===== src/logic/phy_mgmt_pkg.sv =====
// Constants, field positions and carrier types for the PHY management registers
package phy_mgmt_pkg;

  localparam int          REG_COUNT      = 32;
  localparam logic [4:0]  ADDR_BASIC_CTL = 5'h00;
  localparam logic [4:0]  ADDR_VENDOR    = 5'h10;
  localparam logic [4:0]  ADDR_MDIX_CTL  = 5'h1C;

  // Basic control field positions
  localparam int          BIT_SW_RESET   = 15;
  localparam int          BIT_LOOPBACK   = 14;
  localparam int          BIT_SPEED_LSB  = 13;
  localparam int          BIT_AN_ENABLE  = 12;
  localparam int          BIT_POWER_DOWN = 11;
  localparam int          BIT_ISOLATE    = 10;
  localparam int          BIT_AN_RESTART = 9;
  localparam int          BIT_DUPLEX     = 8;
  localparam int          BIT_SPEED_MSB  = 6;
  localparam logic [15:0] BC_RESET_BASE  = 16'h1100;
  localparam logic [15:0] BC_RW_MASK     = 16'h7DC0;

  // Crossover control field positions
  localparam int          BIT_MDIX_MDI   = 7;
  localparam int          BIT_MDIX_OFF   = 6;
  localparam logic [15:0] MDIX_RW_MASK   = 16'h00C0;

  // Management frame
  localparam logic [1:0]  OP_READ        = 2'h2;
  localparam logic [1:0]  OP_WRITE       = 2'h1;
  localparam logic [3:0]  HDR_LAST       = 4'hB;
  localparam logic [3:0]  TA_LAST        = 4'h1;
  localparam logic [3:0]  DATA_LAST      = 4'hF;

  localparam logic [1:0]  SPD_10         = 2'h0;
  localparam logic [1:0]  SPD_100        = 2'h1;
  localparam logic [1:0]  SPD_1000       = 2'h2;

  // Reset pulse lengths
  localparam int          CLK_MHZ        = 40;
  localparam int          SW_RST_NS      = 1000;
  localparam int          GLB_RST_NS     = 2000;
  localparam logic [7:0]  SW_RST_CYC     = 8'((SW_RST_NS * CLK_MHZ + 999) / 1000);
  localparam logic [7:0]  GLB_RST_CYC    = 8'((GLB_RST_NS * CLK_MHZ + 999) / 1000);

  typedef enum logic [2:0] {S_IDLE, S_START, S_HDR, S_TA, S_DATA} mgmt_state_type;

  typedef struct packed {
    logic       loopback;
    logic       power_down;
    logic       isolate;
    logic       an_enable;
    logic       an_restart;
    logic       duplex_full;
    logic       mdix_auto;
    logic       mdi_select;
    logic       phy_reset;
    logic [1:0] speed;
  } phy_ctl_type;

endpackage


===== src/logic/phy_basic_control_regs.sv =====
// Management register space of the PHY, reached over the MDC/MDIO serial bus
//
// Operation
// 32 registers addressable; 0h-Fh standard, 10h-1Fh vendor; unused ones read zero.
// Writing one to bit 15 starts software reset; bit self-clears.
// Bit 14 selects loopback; read-write, resets to zero.
// Forced speed from bits 6 and 13: 10=1000, 01=100, 00=10, 11 reserved.
// Speed select bits ignored while auto-negotiation enabled.
// Bit 12 enables auto-negotiation, resets to one, result overrides forced bits.
// Auto-negotiation off also disables auto crossover; register 1Ch selects crossover.
// Manager treats link as down during power-down, ignoring link status.
// Power-down bit going one to zero generates internal global reset; a write that also sets bit 15 runs only the software reset.
// Manager waits 1 ms after leaving power-down before any access.
// Bit 8 selects full duplex when one, only without auto-negotiation.
// Software reset restores control defaults; reset bit reads zero when done.
`timescale 1ns/10ps
`default_nettype none

module phy_basic_control_regs
  import phy_mgmt_pkg::*;
#(
  parameter logic [4:0] PHY_ADDR        = 5'h01,
  parameter logic       SPEED_MSB_STRAP = 1'b1
) (
  input  wire logic        core_clk,
  input  wire logic        rst_b,
  input  wire logic        mdc,
  input  wire logic        mdio_i,
  input  wire logic [1:0]  an_speed_i,
  input  wire logic        an_duplex_i,
  output logic             mdio_o,
  output logic             mdio_oe,
  output phy_ctl_type      ctl_o
);

  localparam logic [15:0] BC_DEFAULT = BC_RESET_BASE | {9'h000, SPEED_MSB_STRAP, 6'h00};

  logic [2:0]     mdc_s_r;
  logic [2:0]     mdio_s_r;
  logic           mdc_lvl_r;
  logic           mdio_lvl_r;
  logic           mdc_rise;
  logic           mdio_bit;
  mgmt_state_type state_r;
  logic [3:0]     cnt_r;
  logic [11:0]    hdr_r;
  logic [15:0]    sh_r;
  logic [15:0]    bc_r;
  logic [15:0]    mdix_r;
  logic [7:0]     sw_cnt_r;
  logic [7:0]     glb_cnt_r;
  logic           rst_busy;
  logic           hit;
  logic           rd_hit;
  logic           wr_commit;
  logic [15:0]    wdata;
  logic           wr_bc;
  logic           wr_mdix;
  logic           sw_start;
  logic           pd_exit;
  logic [15:0]    bc_view;

  // Readback view of a register; every address outside the two implemented ones is zero
  function automatic logic [15:0] reg_read(input logic [4:0] addr, input logic [15:0] bc,
                                           input logic [15:0] mdix, input logic busy);
    logic [15:0] v;
    v = 16'h0000;
    if (addr == ADDR_BASIC_CTL) begin
      v = bc & BC_RW_MASK;
      v[BIT_SW_RESET] = busy;
    end else if (addr == ADDR_MDIX_CTL) begin
      v = mdix & MDIX_RW_MASK;
    end
    return v;
  endfunction

  // Pins cross in through three stages; a level counts once stages two and three agree
  always_ff @(posedge core_clk or negedge rst_b) begin
    if (!rst_b) begin
      mdc_s_r    <= 3'h0;
      mdio_s_r   <= 3'h7;
      mdc_lvl_r  <= 1'b0;
      mdio_lvl_r <= 1'b1;
    end else begin
      mdc_s_r  <= {mdc_s_r[1:0], mdc};
      mdio_s_r <= {mdio_s_r[1:0], mdio_i};
      if (mdc_s_r[1] == mdc_s_r[2]) begin
        mdc_lvl_r <= mdc_s_r[2];
      end
      if (mdio_s_r[1] == mdio_s_r[2]) begin
        mdio_lvl_r <= mdio_s_r[2];
      end
    end
  end

  assign mdc_rise  = mdc_s_r[1] & mdc_s_r[2] & ~mdc_lvl_r;
  assign mdio_bit  = (mdio_s_r[1] == mdio_s_r[2]) ? mdio_s_r[2] : mdio_lvl_r;
  assign hit       = (hdr_r[9:5] == PHY_ADDR);
  assign rd_hit    = hit && (hdr_r[11:10] == OP_READ);
  assign wdata     = {sh_r[14:0], mdio_bit};
  assign rst_busy  = (sw_cnt_r != 8'h00) || (glb_cnt_r != 8'h00);
  // writes during the global reset window are dropped
  assign wr_commit = mdc_rise && (state_r == S_DATA) && (cnt_r == DATA_LAST) && hit &&
                     (hdr_r[11:10] == OP_WRITE) && !rst_busy;
  // full 5-bit register address decoded
  assign wr_bc     = wr_commit && (hdr_r[4:0] == ADDR_BASIC_CTL);
  assign wr_mdix   = wr_commit && (hdr_r[4:0] == ADDR_MDIX_CTL);
  assign sw_start  = wr_bc && wdata[BIT_SW_RESET];
  assign pd_exit   = wr_bc && !wdata[BIT_SW_RESET] && bc_r[BIT_POWER_DOWN] &&
                     !wdata[BIT_POWER_DOWN];
  assign bc_view   = reg_read(ADDR_BASIC_CTL, bc_r, mdix_r, rst_busy);

  // Frame engine: preamble, start, 12 header bits, turnaround, 16 data bits
  always_ff @(posedge core_clk or negedge rst_b) begin
    if (!rst_b) begin
      state_r <= S_IDLE;
      cnt_r   <= 4'h0;
      hdr_r   <= 12'h000;
      sh_r    <= 16'h0000;
      mdio_o  <= 1'b0;
      mdio_oe <= 1'b0;
    end else if (mdc_rise) begin
      case (state_r)
        S_IDLE: begin
          if (!mdio_bit) begin
            state_r <= S_START;
          end
        end
        S_START: begin
          if (mdio_bit) begin
            state_r <= S_HDR;
            cnt_r   <= 4'h0;
          end
        end
        S_HDR: begin
          hdr_r <= {hdr_r[10:0], mdio_bit};
          cnt_r <= cnt_r + 4'h1;
          if (cnt_r == HDR_LAST) begin
            state_r <= S_TA;
            cnt_r   <= 4'h0;
          end
        end
        S_TA: begin
          cnt_r <= cnt_r + 4'h1;
          // Second turnaround bit is driven low only by an addressed read
          if (rd_hit && (cnt_r == 4'h0)) begin
            mdio_oe <= 1'b1;
            mdio_o  <= 1'b0;
          end
          if (cnt_r == TA_LAST) begin
            state_r <= S_DATA;
            cnt_r   <= 4'h0;
            if (rd_hit) begin
              sh_r   <= reg_read(hdr_r[4:0], bc_r, mdix_r, rst_busy);
              mdio_o <= reg_read(hdr_r[4:0], bc_r, mdix_r, rst_busy) >> 15 != 16'h0000;
            end
          end
        end
        S_DATA: begin
          cnt_r  <= cnt_r + 4'h1;
          sh_r   <= wdata;
          mdio_o <= sh_r[14];
          if (cnt_r == DATA_LAST) begin
            state_r <= S_IDLE;
            mdio_oe <= 1'b0;
          end
        end
        default: state_r <= S_IDLE;
      endcase
    end
  end

  // reset pulse length counted down after a write of one to bit 15
  always_ff @(posedge core_clk or negedge rst_b) begin
    if (!rst_b) begin
      sw_cnt_r  <= 8'h00;
      glb_cnt_r <= 8'h00;
    end else begin
      if (sw_start) begin
        sw_cnt_r <= SW_RST_CYC;
      end else if (sw_cnt_r != 8'h00) begin
        sw_cnt_r <= sw_cnt_r - 8'h01;
      end
      // leaving power-down by a write with bit 15 clear fires the global reset
      if (pd_exit) begin
        glb_cnt_r <= GLB_RST_CYC;
      end else if (glb_cnt_r != 8'h00) begin
        glb_cnt_r <= glb_cnt_r - 8'h01;
      end
    end
  end

  // Control fields; bit 15 and bit 9 are never stored; bit 9 reads back cleared, bit 15 reads one only while a reset runs
  always_ff @(posedge core_clk or negedge rst_b) begin
    if (!rst_b) begin
      bc_r   <= BC_DEFAULT;
      mdix_r <= 16'h0000;
    end else if (sw_start || pd_exit) begin
      // software reset returns basic control fields to defaults; 1Ch keeps its value and clears only on power-down exit
      bc_r   <= BC_DEFAULT;
      mdix_r <= pd_exit ? 16'h0000 : mdix_r;
    end else begin
      // loopback and the other read-write fields
      if (wr_bc) begin
        bc_r <= wdata & BC_RW_MASK;
      end
      if (wr_mdix) begin
        mdix_r <= wdata & MDIX_RW_MASK;
      end
    end
  end

  always_ff @(posedge core_clk or negedge rst_b) begin
    if (!rst_b) begin
      ctl_o <= '0;
    end else begin
      ctl_o.loopback   <= bc_r[BIT_LOOPBACK];
      ctl_o.power_down <= bc_r[BIT_POWER_DOWN];
      ctl_o.isolate    <= bc_r[BIT_ISOLATE];
      ctl_o.an_enable  <= bc_r[BIT_AN_ENABLE];
      ctl_o.an_restart <= wr_bc && !wdata[BIT_SW_RESET] && wdata[BIT_AN_RESTART];
      ctl_o.phy_reset  <= rst_busy || sw_start || pd_exit;
      // forced speed pair
      // speed bits ignored
      // negotiated result wins
      ctl_o.speed      <= bc_r[BIT_AN_ENABLE] ? an_speed_i
                                             : {bc_r[BIT_SPEED_MSB], bc_r[BIT_SPEED_LSB]};
      // forced duplex only without auto-negotiation
      ctl_o.duplex_full <= bc_r[BIT_AN_ENABLE] ? an_duplex_i : bc_r[BIT_DUPLEX];
      // auto crossover needs auto-negotiation; otherwise 1Ch picks the pair use
      ctl_o.mdix_auto  <= bc_r[BIT_AN_ENABLE] && !mdix_r[BIT_MDIX_OFF];
      ctl_o.mdi_select <= mdix_r[BIT_MDIX_MDI];
    end
  end
endmodule

`default_nettype wire


===== config.mk =====
export PLATFORM = sky130hd
export DESIGN_NAME = phy_basic_control_regs
export DESIGN_NICKNAME = d
export VERILOG_FILES = /design/src/logic/phy_mgmt_pkg.sv /design/src/logic/phy_basic_control_regs.sv
export SDC_FILE = /design/constraint.sdc
export NUM_CORES = 1
export LEC_CHECK = 0
export ABC_CLOCK_PERIOD_IN_PS = 2200
export BUFFER_PORTS_ARGS = -buffer_cell sky130_fd_sc_hd__clkbuf_2
export CORE_ASPECT_RATIO = 0.5
export CORE_UTILIZATION = 35
export CTS_BUF_LIST = sky130_fd_sc_hd__clkbuf_4 sky130_fd_sc_hd__clkbuf_8 sky130_fd_sc_hd__clkbuf_16
export CTS_CLUSTER_SIZE = 30
export DETAILED_ROUTE_END_ITERATION = 6
export PLACE_DENSITY_LB_ADDON = 0.1
export SETUP_SLACK_MARGIN = 0.1
export SYNTH_ARGS = -nofsm -noshare
export SYNTH_HDL_FRONTEND = slang
export SYNTH_SLANG_ARGS = --single-unit

===== constraint.sdc =====
create_clock -name core_clk -period 2.2 [get_ports core_clk]
set_input_delay 0.33 -clock core_clk [delete_from_list [all_inputs] [get_ports core_clk]]
set_output_delay 0.33 -clock core_clk [all_outputs]
set_load 0.03 [all_outputs]

==> flow_metrics.tcl <==
set metrics [dict create \
    worstHoldEndpoint "mdio_s_r[0]" \
    setup_viol 0 \
    crit_chain "or3b_4 -> or4_4 -> nor4_4 -> buf_6 -> a21boi_0 -> a31o_2" \
    die_width_um 146 \
    gr-usage-met2_pct 25.5 \
    areaGrowthSynthToFinish_pct 20.8 \
    ys_types 54 \
    hold_path_class "in2reg" \
    regToRegEndpoint "bc_r[11]" \
    synth_fp_nets 344 \
    switching_share_pct 29.5 \
    grt_pass1_vias 2536 \
    synth_compound_area_share_pct 12.3 \
    crit_type "reg2reg" \
    dp_hpwl_mm 5.52 \
    drv_cap 0 \
    clockBufferDepth 2 \
    cp.required_ns 2.43 \
    max_stage_delay_ns 0.46 \
    min_period_ns 2.10 \
    power_frac_comb_pct 17.9 \
    grt.total_usage_pct 15.7 \
    tns_ns 0 \
    synthAdderAreaFrac_pct 3.03 \
    final-max-slew-violation-count 0 \
    synth_warnings 0 \
    rsz0062_at_grt "yes" \
    synth-simple-area-share_pct 17.1 \
    dp_cells 493 \
    viasPerCell 5.04 \
    use_met1_pct 20.4 \
    cell_internal_pwr_uw 2930 \
    clock_tree.root_cell "clkbuf_16" \
    synth_top_family_by_area "simple AND/OR/NAND/NOR gates" \
    async_flop_share_pct 100 \
    total_power_uw 4160 \
    p_seq_share_pct 43.7 \
    die_area_um2 10800 \
    crit_slowest_cell "or4_4" \
    fin_crit_sh_pct 95.3 \
    synthMuxAreaShare_pct 5.48 \
    ys_ff_latch 81 \
    leakagePower_uw 0.00201 \
    hold_depth 1 \
    startpoint_type "flop" \
    tightest_slew_ns 0.691 \
    status "finished clean" \
    grt_max_degree 41 \
    coreArea_um2 9760 \
    arrival_ns 2.33 \
    cts_tree "yes" \
    grt_pass1_wl_mm 12.9 \
    cts.sinks 81 \
    grt.overflow.total 0 \
    clkLatencyLatePin_ns 0.34 \
    stdcell_count 513 \
    p_sw_uw 1230 \
    max-vdd-ir-drop_uv 471 \
    drive_gt1_share_pct 24.9 \
    cts_inserted_buffers 9 \
    clkSlewWorstSetupHoldPaths_ns 0.06 \
    row_count 25 \
    synthXorXnorAreaFrac_pct 1.93 \
    synth_edf_count 0 \
    top_level_ports 20 \
    seq_area_frac_synth_pct 56.0 \
    drt_pass1_iterations 4 \
    drtIter0Drc 134 \
    grt_busiest_layer "met2" \
    hold_viol_final 0 \
    grt_use_met3_pct 4.60 \
    n_antenna_cell 0 \
    initial_core_util_pct 37.2 \
    gp_congestion 0.748 \
    timing.fmax_mhz 477 \
    wire_per_inst_um 15.1 \
    p_per_area_nw_per_um2 949 \
    final_antenna_net_count 0 \
    vias 2586 \
    syn_area_um2 3630 \
    route.detailed.drc 0 \
    ctsHtreeMaxLevel 3 \
    clkPwrFrac_pct 38.5 \
    cp_max_fo 8 \
    die_h_um 74.0 \
    regToRegStartpoint "hdr_r[6]" \
    finalNetCount 388 \
    timing.slew.headroom_pct 53.9 \
    antenna_found_initial 0 \
    syn_inst 329 \
    synth.avg_cell_area_um2 11.0 \
    hold_start "mdio_i" \
    crit_path_end_kind "flop" \
    ys.flop_type "dfrtp_1" \
    fin_skew_ns 0.00683 \
    rrSetupSlack_ns 0.10 \
    io_buffer_count 19 \
    worst-r2r-cell-count 6 \
    routed_wl_mm 7.73 \
]
-- kinds of logic (layout without fill, tap and decap cells) --
family	after synthesis	in the layout
multiplexers	18	18
AND/OR/NAND/NOR	103	103
flip-flops	81	81
buffers and inverters	38	87
AO/OA/AOI/OAI	72	72
XOR/XNOR	8	8
adder cells (fa/ha/maj)	9	9
-- Yosys cell counts, types with 3 or more instances --
| cell | n | area [um2] |
|---|---|---|
| a21oi_1 | 17 | 85.1 |
| a22o_1 | 4 | 35.0 |
| mux2_2 | 15 | 169 |
| or2_2 | 3 | 18.8 |
| nor2b_1 | 3 | 18.8 |
| nor2_1 | 18 | 67.6 |
| and3_1 | 4 | 25.0 |
| nand2b_1 | 5 | 31.3 |
| clkbuf_1 | 8 | 30.0 |
| ha_1 | 8 | 100 |
| and2_1 | 3 | 18.8 |
| nor3_1 | 6 | 30.0 |
| xnor2_1 | 6 | 52.6 |
| nor4_1 | 3 | 18.8 |
| dfstp_2 | 7 | 184 |
| nand2_1 | 18 | 67.6 |
| dfrtp_1 | 74 | 1850 |
| mux2i_1 | 3 | 30.0 |
| nand4_1 | 4 | 25.0 |
| nand3_1 | 15 | 75.1 |
| inv_1 | 27 | 101 |
| o21ai_0 | 23 | 115 |
| a22oi_1 | 7 | 52.6 |
| a31oi_1 | 5 | 31.3 |
| or3_1 | 5 | 31.3 |
-- repair_timing --
| item | 4_1_cts | 5_1_grt |
|---|---|---|
| setup buffers | 0 | 3 |
| endpoints found under the setup margin | 1 | 15 |
| gates resized for setup | 1 | 6 |
| hold endpoints to repair | 19 | 0 |
| hold buffers | 1 | 0 |
-- power by group through the flow --
stage                     sequential (uW)  clock, uW  combinational [uW]
final                                1820       1600                 743
after global routing                 1840       1700                 842
after CTS                            1820       1650                 745
after detailed placement             1840          0                 741
after global placement               1830          0                 730
after floorplan                      1780          0                 514
-- placed cells by master (no fill, tap or decap), types with 3 or more instances in the layout --
| cell type | n |
|---|---|
| a21oi_1 | 17 |
| a22o_1 | 4 |
| a22oi_1 | 7 |
| a31oi_1 | 5 |
| and3_1 | 4 |
| buf_4 | 23 |
| clkbuf_16 | 9 |
| clkbuf_2 | 18 |
| dfrtp_1 | 74 |
| dfstp_2 | 7 |
| ha_1 | 8 |
| inv_1 | 27 |
| mux2_2 | 15 |
| mux2i_1 | 3 |
| nand2_1 | 18 |
| nand2b_1 | 5 |
| nand3_1 | 15 |
| nand4_1 | 4 |
| nor2_1 | 18 |
| nor2b_1 | 3 |
| nor3_1 | 6 |
| nor4_1 | 3 |
| o21ai_0 | 20 |
| o21ai_1 | 3 |
| or2_2 | 3 |
| or3_1 | 5 |
| xnor2_1 | 6 |
-- sequential cells by signal, indices dropped and copies added (netlist names) --
name and count:
bc_r 8, ctl_o 11, mdio_o 1, sw_cnt_r 8, hdr_r 12, mdc_s_r 3
mdix_r 2, state_r 3, cnt_r 4, mdio_s_r 3, glb_cnt_r 8, sh_r 15
mdio_oe 1, mdc_lvl_r 1, mdio_lvl_r 1
-- per-layer routing --
metal / share of wire (%) / vias to the layer above
met4: 1.4 / 0
met2: 46 / 43
met3: 4.4 / 11
met5: 0 / -
li1: - / 1256
met1: 48 / 1276
-- per-stage QoR --
stage	utilization (%)	hold WS (ns)	setup WS (ns)	cell area [um2]
4_1_cts	44.6	0.0562	0.0871	4350
3_3_place_gp	41.2	0.254	0.118	4020
3_5_place_dp	41.2	0.262	0.0705	4020
5_1_grt	45.0	0.0572	0.0318	4390
6_report	45.0	0.0698	0.104	4390
2_1_floorplan	-	0.0344	0.265	3630
-- worst max-delay path by stage --
stage / slack, ns / end / startpoint / cells past startpoint
floorplan: 0.26 / ctl_o[6] / hdr_r[6] / 6
global placement: 0.12 / bc_r[11] / hdr_r[6] / 6
detailed placement: 0.07 / bc_r[11] / hdr_r[6] / 6
CTS: 0.09 / bc_r[11] / hdr_r[6] / 6
global route: 0.03 / bc_r[11] / hdr_r[6] / 6
finish: 0.10 / bc_r[11] / hdr_r[6] / 6
-- final cells by class --
| type | instances | area, um2 |
|---|---|---|
| tap | 135 | 169 |
| timing repair buffer | 44 | 304 |
| clock buffer | 9 | 225 |
| inverter | 27 | 101 |
| sequential | 81 | 2040 |
| multi-input combinational | 210 | 1460 |
| fill | 943 | 5370 |
| clock inverter | 7 | 93.8 |
-- worst max-delay path: cells and delay by family, from the launching register on --
family / cells / cell delay [ns]
AND/OR/NAND/NOR: 3 / 1.11
buffers and inverters: 1 / 0.18
AO/OA/AOI/OAI: 2 / 0.30
flip-flops: 1 / 0.40
Power figures use the tool's default switching activity.
